`config.mk`:
```
export PLATFORM = sky130hd
export DESIGN_NAME = css_serial_port
export DESIGN_NICKNAME = d
export VERILOG_FILES = /design/src/logic/css_fifo.v /design/src/logic/css_serial_port.v
export VERILOG_INCLUDE_DIRS = /design/src /design/src/logic
export SDC_FILE = /design/constraint.sdc
export NUM_CORES = 1
export LEC_CHECK = 0
export ABC_CLOCK_PERIOD_IN_PS = 4800
export BUFFER_PORTS_ARGS = -buffer_cell sky130_fd_sc_hd__clkbuf_2
export CORE_ASPECT_RATIO = 0.75
export CORE_MARGIN = 3
export CORE_UTILIZATION = 47
export CTS_BUF_LIST = sky130_fd_sc_hd__clkbuf_4
export CTS_CLUSTER_SIZE = 16
export DETAILED_ROUTE_END_ITERATION = 10
export PLACE_DENSITY = 0.62
export REMOVE_ABC_BUFFERS = 1
export SYNTH_ARGS = -nofsm -noshare
export SYNTH_HDL_FRONTEND = slang
export SYNTH_SLANG_ARGS = --single-unit
```
`constraint.sdc`:
```
create_clock -name CLK -period 4.8 [get_ports CLK]
set_input_delay 0 -clock CLK [delete_from_list [all_inputs] [get_ports CLK]]
set_output_delay 0 -clock CLK [all_outputs]
set_load 0.05 [all_outputs]
```
`src/logic/css_regs.vh`:
```
`ifndef CSS_REGS_VH
`define CSS_REGS_VH
// register byte offsets
`define CSS_CTRL_ADDR 12'h000
`define CSS_STAT_ADDR 12'h004
`define CSS_TXBUF_ADDR 12'h008
`define CSS_RXBUF_ADDR 12'h00c
// control fields
`define CSS_CTRL_TXEN 0
`define CSS_CTRL_RXEN 1
`define CSS_CTRL_EXTCLK 2
`define CSS_CTRL_POL 3
`define CSS_CTRL_RTSEN 4
`define CSS_CTRL_CTSEN 5
`define CSS_CTRL_RESET 6'h00
// status fields
`define CSS_STAT_TXEMPTY 0
`define CSS_STAT_RXDONE 1
`define CSS_STAT_OVERRUN 2
`define CSS_STAT_BUSY 3
`define CSS_STAT_RXREQ 4
// timing: half period of internal shift clock in ns
`define CSS_HALF_NS 80
`define CSS_CLK_NS 8
// half period in device clocks: 80 ns over 8 ns
`define CSS_HALF_CYC 8'h0a
`define CSS_FIFO_DEPTH 16
`define CSS_FIFO_AW 4
`endif

```
`src/logic/css_fifo.v`:
```
module css_fifo #(
    parameter WIDTH = 8,
    parameter DEPTH = 16,
    parameter AW = 4
) (
    input wire clk,
    input wire rst_n,
    input wire in_valid,
    output wire in_ready,
    input wire [WIDTH-1:0] in_data,
    output wire out_valid,
    input wire out_ready,
    output wire [WIDTH-1:0] out_data
);
    reg [WIDTH-1:0] mem [0:DEPTH-1];
    reg [AW:0] wr_reg;
    reg [AW:0] rd_reg;
    wire [AW:0] level = wr_reg - rd_reg;
    assign in_ready = (level != DEPTH[AW:0]);
    assign out_valid = (level != {(AW+1){1'b0}});
    assign out_data = mem[rd_reg[AW-1:0]];
    always @(posedge clk) begin
        if (in_valid && in_ready) begin
            mem[wr_reg[AW-1:0]] <= in_data;
        end
    end
    always @(posedge clk or negedge rst_n) begin
        if (!rst_n) begin
            wr_reg <= {(AW+1){1'b0}};
            rd_reg <= {(AW+1){1'b0}};
        end else begin
            if (in_valid && in_ready) begin
                wr_reg <= wr_reg + 1'b1;
            end
            if (out_valid && out_ready) begin
                rd_reg <= rd_reg + 1'b1;
            end
        end
    end
endmodule // css_fifo

```
`src/logic/css_serial_port.v`:
```
// Contract
// - external clock with rts enabled: rts low when ready, high when reception starts
// - internal shift clock: rts function leaves rts output untouched (idle high)
// - transmitter makes the clock; dummy data shifts out while receiving
// - internal clock starts on tx enable plus buffer write; external needs clock too
// - word completing with receive-complete set raises overrun, buffer overwritten
// - overrun leaves the receive request bit unchanged
// - rts goes low as soon as rx enable is set, whatever tx state
// - rts rises at reception start, falls at completion, per word
`include "css_regs.vh"
module css_serial_port (
    input wire CLK,
    input wire RST_N,
    input wire HSEL,
    input wire [11:0] HADDR,
    input wire [1:0] HTRANS,
    input wire HWRITE,
    input wire [2:0] HSIZE,
    input wire [31:0] HWDATA,
    input wire HREADY,
    output reg [31:0] HRDATA,
    output wire HREADYOUT,
    output wire HRESP,
    input wire SHIFT_CLOCK_PIN_IN,
    output reg SHIFT_CLOCK_PIN_OUT,
    output wire SHIFT_CLOCK_PIN_OE,
    output reg SERIAL_OUT_PIN,
    input wire SERIAL_IN_PIN,
    input wire CLEAR_TO_SEND_INPUT_N,
    output wire REQUEST_TO_SEND_N
);
    localparam ST_IDLE = 2'b00;
    localparam ST_SHIFT = 2'b01;
    localparam [7:0] HALF = `CSS_HALF_CYC;

    reg [5:0] ctrl_reg;
    reg rx_done_reg;
    reg overrun_reg;
    reg rx_req_reg;
    reg [7:0] rx_buf_reg;
    reg [1:0] state_reg;
    reg [7:0] tx_sh_reg;
    reg [7:0] rx_sh_reg;
    reg [2:0] bit_reg;
    reg [7:0] div_reg;
    reg rts_busy_reg;
    reg wr_ph_reg;
    reg [11:0] addr_ph_reg;
    reg [2:0] sck_sync_reg;
    reg [1:0] cts_sync_reg;
    reg [1:0] sin_sync_reg;

    wire tx_en = ctrl_reg[`CSS_CTRL_TXEN];
    wire rx_en = ctrl_reg[`CSS_CTRL_RXEN];
    wire ext_clk = ctrl_reg[`CSS_CTRL_EXTCLK];
    wire pol = ctrl_reg[`CSS_CTRL_POL];
    wire rts_en = ctrl_reg[`CSS_CTRL_RTSEN];
    wire cts_en = ctrl_reg[`CSS_CTRL_CTSEN];

    // ahb address phase
    wire take = HSEL && HREADY && HTRANS[1];
    assign HREADYOUT = 1'b1;
    assign HRESP = 1'b0;
    wire wr_data = wr_ph_reg;
    wire rd_rx = take && !HWRITE && (HADDR == `CSS_RXBUF_ADDR);

    // tx buffer fifo
    wire fifo_in_ready;
    wire fifo_out_valid;
    wire [7:0] fifo_out_data;
    wire fifo_push = wr_data && (addr_ph_reg == `CSS_TXBUF_ADDR);
    wire start_ok;
    css_fifo #(.WIDTH(8), .DEPTH(`CSS_FIFO_DEPTH), .AW(`CSS_FIFO_AW)) u_fifo (
        .clk(CLK),
        .rst_n(RST_N),
        .in_valid(fifo_push && tx_en),
        .in_ready(fifo_in_ready),
        .in_data(HWDATA[7:0]),
        .out_valid(fifo_out_valid),
        .out_ready(start_ok),
        .out_data(fifo_out_data)
    );

    // synchronisers
    always @(posedge CLK or negedge RST_N) begin
        if (!RST_N) begin
            sck_sync_reg <= 3'h7;
            cts_sync_reg <= 2'h3;
            sin_sync_reg <= 2'h0;
        end else begin
            sck_sync_reg <= {sck_sync_reg[1:0], SHIFT_CLOCK_PIN_IN};
            cts_sync_reg <= {cts_sync_reg[0], CLEAR_TO_SEND_INPUT_N};
            sin_sync_reg <= {sin_sync_reg[0], SERIAL_IN_PIN};
        end
    end
    // polarity 0: idle high, data out on falling edge, sampled on rising
    wire sck_a = sck_sync_reg[1] ^ pol;
    wire sck_b = sck_sync_reg[2] ^ pol;
    wire ext_fall = sck_b && !sck_a;
    wire ext_rise = !sck_b && sck_a;

    wire cts_ok = !cts_en || !cts_sync_reg[1];
    assign start_ok = (state_reg == ST_IDLE) && tx_en && cts_ok;

    // internal clock divider
    wire int_tick = (div_reg == HALF - 8'h01);
    wire int_lvl_hi = SHIFT_CLOCK_PIN_OUT ^ pol;
    wire shift_edge = ext_clk ? ext_fall : (int_tick && int_lvl_hi);
    wire samp_edge = ext_clk ? ext_rise : (int_tick && !int_lvl_hi);
    assign SHIFT_CLOCK_PIN_OE = !ext_clk;

    always @(posedge CLK or negedge RST_N) begin
        if (!RST_N) begin
            state_reg <= ST_IDLE;
            tx_sh_reg <= 8'h00;
            rx_sh_reg <= 8'h00;
            bit_reg <= 3'h0;
            div_reg <= 8'h00;
            SHIFT_CLOCK_PIN_OUT <= 1'b1;
            SERIAL_OUT_PIN <= 1'b1;
            rx_buf_reg <= 8'h00;
            rx_done_reg <= 1'b0;
            overrun_reg <= 1'b0;
            rx_req_reg <= 1'b0;
            rts_busy_reg <= 1'b0;
        end else begin
            case (state_reg)
                ST_IDLE: begin
                    div_reg <= 8'h00;
                    SHIFT_CLOCK_PIN_OUT <= !pol;
                    if (fifo_out_valid && start_ok) begin
                        tx_sh_reg <= fifo_out_data;
                        bit_reg <= 3'h0;
                        state_reg <= ST_SHIFT;
                    end
                end
                ST_SHIFT: begin
                    div_reg <= int_tick ? 8'h00 : div_reg + 8'h01;
                    if (!ext_clk && int_tick) begin
                        SHIFT_CLOCK_PIN_OUT <= !SHIFT_CLOCK_PIN_OUT;
                    end
                    if (shift_edge) begin
                        SERIAL_OUT_PIN <= tx_sh_reg[0];
                        tx_sh_reg <= {1'b1, tx_sh_reg[7:1]};
                        if (bit_reg == 3'h0 && rx_en) begin
                            rts_busy_reg <= 1'b1;
                        end
                    end
                    if (samp_edge) begin
                        rx_sh_reg <= {sin_sync_reg[1], rx_sh_reg[7:1]};
                        bit_reg <= bit_reg + 3'h1;
                        if (bit_reg == 3'h7) begin
                            state_reg <= ST_IDLE;
                            rts_busy_reg <= 1'b0;
                        end
                    end
                end
                default: state_reg <= ST_IDLE;
            endcase
            // software clears first, so a same-cycle set wins
            if (wr_data && addr_ph_reg == `CSS_STAT_ADDR) begin
                if (HWDATA[`CSS_STAT_OVERRUN]) overrun_reg <= 1'b0;
                if (HWDATA[`CSS_STAT_RXREQ]) rx_req_reg <= 1'b0;
            end
            // receive completion, set beats clear
            if (samp_edge && state_reg == ST_SHIFT && bit_reg == 3'h7 && rx_en) begin
                rx_buf_reg <= {sin_sync_reg[1], rx_sh_reg[7:1]};
                rx_done_reg <= 1'b1;
                if (rx_done_reg && !rd_rx) begin
                    overrun_reg <= 1'b1;
                end else begin
                    rx_req_reg <= 1'b1;
                end
            end else if (rd_rx) begin
                rx_done_reg <= 1'b0;
            end
            if (!rx_en) begin
                rts_busy_reg <= 1'b0;
            end
        end
    end

    // rts: low as soon as rx enabled with external clock and rts enabled, high during a word
    assign REQUEST_TO_SEND_N = !(ext_clk && rts_en && rx_en && !rts_busy_reg);

    // register access
    always @(posedge CLK or negedge RST_N) begin
        if (!RST_N) begin
            ctrl_reg <= `CSS_CTRL_RESET;
            wr_ph_reg <= 1'b0;
            addr_ph_reg <= 12'h000;
            HRDATA <= 32'h00000000;
        end else begin
            wr_ph_reg <= take && HWRITE;
            addr_ph_reg <= HADDR;
            if (wr_data && addr_ph_reg == `CSS_CTRL_ADDR) begin
                ctrl_reg <= HWDATA[5:0];
            end
            HRDATA <= 32'h00000000;
            if (take && !HWRITE) begin
                case (HADDR)
                    `CSS_CTRL_ADDR: HRDATA <= {26'h0000000, ctrl_reg};
                    `CSS_STAT_ADDR: HRDATA <= {27'h0000000, rx_req_reg,
                        state_reg == ST_SHIFT, overrun_reg, rx_done_reg,
                        !fifo_out_valid};
                    `CSS_RXBUF_ADDR: HRDATA <= {24'h000000, rx_buf_reg};
                    default: HRDATA <= 32'h00000000;
                endcase
            end
        end
    end
endmodule // css_serial_port

```
==> summary.txt <==
Floorplanning
  – Die height: 126 um
  – Die Width: 166 um
  – IO Pins: 95
  – Die Footprint: 20800 sq um
  – Cell Rows: 43
  – Core area: 18600 sq um
  – Initial Utilization: 48.2%

CTS
  – CTS buffer count: between 50 and 60
  – Worst-skew pair later-pin latency: 0.64 ns
  – Postcts setup bufs: 0
  – Root Driver: clkbuf_4
  – H-Tree Level Count: 2
  – Clock sinks: about 210
  – Clock transition at path regs: 0.06 ns
  – Clk buf depth: 3
  – CTS tree: done

Placed design
  – Number of I/O port buffers: 40
  – Cells after DPL: 827
  – Dpl cell area: roughly 9300 sq um
  – RePlAce Congestion: 0.778
  – DP HPWL: 11.7 mm

Synth
  – Simple-gate share of the synthesized area: 7.74%
  – Largest family of logic cells by synthesized area: multiplexers
  – Post-Synth Adder-Cell Area: 1.95%
  – Netlist cell types: 65
  – #FFs+latches synth: approximately 210
  – Synth warn: 0
  – Synth Area in Compound Gates: approximately 5.3%
  – Sequential fraction of the synthesis area: 66.6%
  – Cell Area, Synth: roughly 9000 sq um
  – Multiplexer share of the synthesized area: between 10% and 20%
  – Ys flop type: edfxtp_1
  – FFs w/ async S/R, synth: 39.9%
  – Avg Inst Size Synth: 16.1 sq um
  – Synth Area in XOR/XNOR: about 2%
  – EDFF count, synth: 128
  – Gate Count Post-Synth: 558

Setup path
  – Critical path required time: 5.06 ns
  – Reg-to-reg startpoint: u_fifo.rd_reg[2]
  – CP Launch Point: u_fifo.rd_reg[2]
  – CP Launch Type: register
  – WS Path Type: reg -> reg
  – Critical path endpoint category: register
  – CP max stage delay: 0.51 ns
  – Cells on worst reg2reg path: 9
  – Critical path endpoint: u_fifo.mem[2][2]
  – CP Max Fanout: 21
  – R2R Path End: u_fifo.mem[2][2]
  – Slowest cell on the critical path: and2_1
  – R2R setup slack: 1.32 ns
  – Worst EP arrival: 3.73 ns
  – Critical-path cell list: buf_4 > clkinv_1 > ha_1 > or2_0 > o22ai_2 > xor2_2 > a41oi_4 > nor3b_4 > and2_1

Power
  – PD cells: 348 nW/um^2
  – Sw Share: 21.3%
  – Switch Pwr: about 0.77 mW
  – Worst IR drop on VDD: about 0.00014 V
  – Clock power frac: 42.4%
  – PnR Total Power: 3.61 mW
  – Pleak: 4.00 nW
  – P_int: roughly 2.8 mW
  – Combinational Power Share: 3.3%
  – Reg power frac: 54.3%

Finish
  – Fin nets: approximately 740
  – # fillers: 1541
  – Fin area: between 10000 and 15000 sq um
  – Area Growth Syn to Fin: 15.4%
  – Max reg flops: 128
  – Fin cells: 954
  – Final Util: 55.6%
  – Layout cell share with drive strength beyond 1: 30.5%

Drt
  – ANT nets after route: 0
  – Drc violations: 0
  – Vias/cell: 5.35
  – Wirelength per Cell: 18.7 um
  – Via count: roughly 5000
  – Final WL: around 18 mm
  – DR iter-0 viols: 333
  – 1st-pass router iterations: 4

Timing
  – Setup Viol. Count Final: 0
  – Clk_skew: 0.0383 ns
  – Fmax: approximately 290 MHz
  – Setup TNS Final: 0 ns
  – Pins over their slew limit: 0
  – Hold Fails Final Rpt: 0
  – RSZ-0062 raised after global routing: no
  – Rel. slew slack: 20.5%
  – Final clock period utilization by the worst path: 72.5%
  – Final min period: 3.48 ns
  – Slew @ Worst Pin: approximately 1.2 ns

Global routing
  – Overall Global Routing Usage: approximately 18%
  – Total congestion overflow: 0
  – Vias in the first global route: 5495
  – First-pass GRT wire length: between 20 and 30 mm
  – Initial antenna violation count: 1
  – Largest net degree at the start of global routing: 78

Flow run
  – Max-cap violations: 0

Min path
  – Worst hold start: HADDR[4]
  – Worst min path class: in -> reg

Run status
  – Status: completed
[area by class of cell]
class | count | area (sq um) | share of cell area, %
antenna | 1 | 2.50 | 0.0242
clock buffer | 86 | 646 | 6.24
clock inverter | 5 | 45.0 | 0.435
inverter | 17 | 63.8 | 0.616
multi-input combinational | 306 | 2720 | 26.3
sequential | 213 | 5980 | 57.8
tap | 247 | 309 | 2.99
timing repair buffer | 79 | 583 | 5.63
[logic make-up (layout without fill, tap and decap cells)]
family                   count (synthesis)  in the layout
flip-flops                             213            213
AND/OR/NAND/NOR                        114            114
multiplexers                            72             72
buffers and inverters                   63            187
AO/OA/AOI/OAI                           60             60
XOR/XNOR                                20             20
adder cells (fa/ha/maj)                 14             14
other                                    2             27
[Yosys cell counts, types with 5 or more instances]
master	n	area share, %
a21oi_1	10	0.56
a2bb2oi_1	5	0.49
a32oi_1	10	0.98
and2_1	12	0.84
and3_1	10	0.70
and3b_1	6	0.59
buf_2	8	0.45
buf_4	27	2.3
clkbuf_1	8	0.33
dfrtp_1	78	22
dfstp_2	7	2.0
edfxtp_1	128	43
ha_1	14	2.0
inv_1	16	0.67
mux2_2	31	3.9
mux2i_1	14	1.6
mux4_2	27	6.8
nand2_1	16	0.67
nand3_1	20	1.1
nor2_1	23	0.96
o21ai_0	9	0.50
o221ai_1	6	0.59
xnor2_1	11	1.1
xor2_1	8	0.78
[critical path, delay by kind of cell (launching register included)]
family                     cells  cell delay [ns]
and+or+nand+nor                3             1.03
buffers and inverters          2             0.69
DFF                            1             0.33
xor gates and xnor gates       1             0.14
AOI/OAI and AO/OA              2             0.52
adders and majority gates      1             0.39
[worst min-delay path by stage]
stage               slack (ns)        endpoint  cells past startpoint
finish                    0.04  addr_ph_reg[4]                      2
global route              0.02  addr_ph_reg[4]                      2
CTS                      0.001  addr_ph_reg[4]                      2
detailed placement       -0.17      div_reg[2]                      1
global placement         -0.18      div_reg[2]                      1
floorplan                -0.30       HRDATA[0]                      0
[what timing repair did]
| action | in CTS | in global routing |
|---|---|---|
| hold buffers | 35 | 0 |
| endpoints found under the hold margin | 239 | 0 |
| resized for setup | 0 | 0 |
[cells in the final DEF, fill, tap and decap left out, types with 3 or more instances in the layout]
master           n
xnor2_1         11
conb_1          26
edfxtp_1       128
o21ai_0          9
o221ai_1         6
nand3_1         20
a21oi_1         10
a32oi_1         10
xor2_1           8
and3_1          10
and2_1          12
clkinv_1         4
clkbuf_2        39
ha_1            14
dfrtp_1         77
inv_1           16
nor2_1          23
nor3_1           3
clkbuf_4        86
a2bb2oi_1        5
dlygate4sd3_1   35
nand2_1         16
buf_4            5
and3b_1          6
mux2_2          31
dfstp_2          7
mux4_2          27
mux2i_1         14
[layer usage]
layer  track usage (%)  share of wire, %  routed length [um]
met1              26.9                48                8490
met2              26.6                46                8180
met3              4.34               5.5                 988
met4              5.18              0.96                 172
met5                 0                 0                   0
[power groups by stage]
stage	Clock, mW	Sequential (mW)	Combinational, mW
floorplan	0	2.00	0.0506
global placement	0	2.00	0.0958
detailed placement	0	2.00	0.0979
CTS	1.58	1.96	0.120
global route	1.68	1.96	0.130
finish	1.53	1.96	0.119
[metrics by stage]
| step | hold slack [ns] | setup WS, ns |
|---|---|---|
| 6_report | 0.0449 | 1.32 |
| 5_1_grt | 0.0213 | 1.16 |
| 4_1_cts | 0.00134 | 1.35 |
| 3_5_place_dp | -0.174 | 1.35 |
| 3_3_place_gp | -0.175 | 1.47 |
| 2_1_floorplan | -0.296 | 1.24 |
No activity file was read; power rests on OpenSTA's default activity.
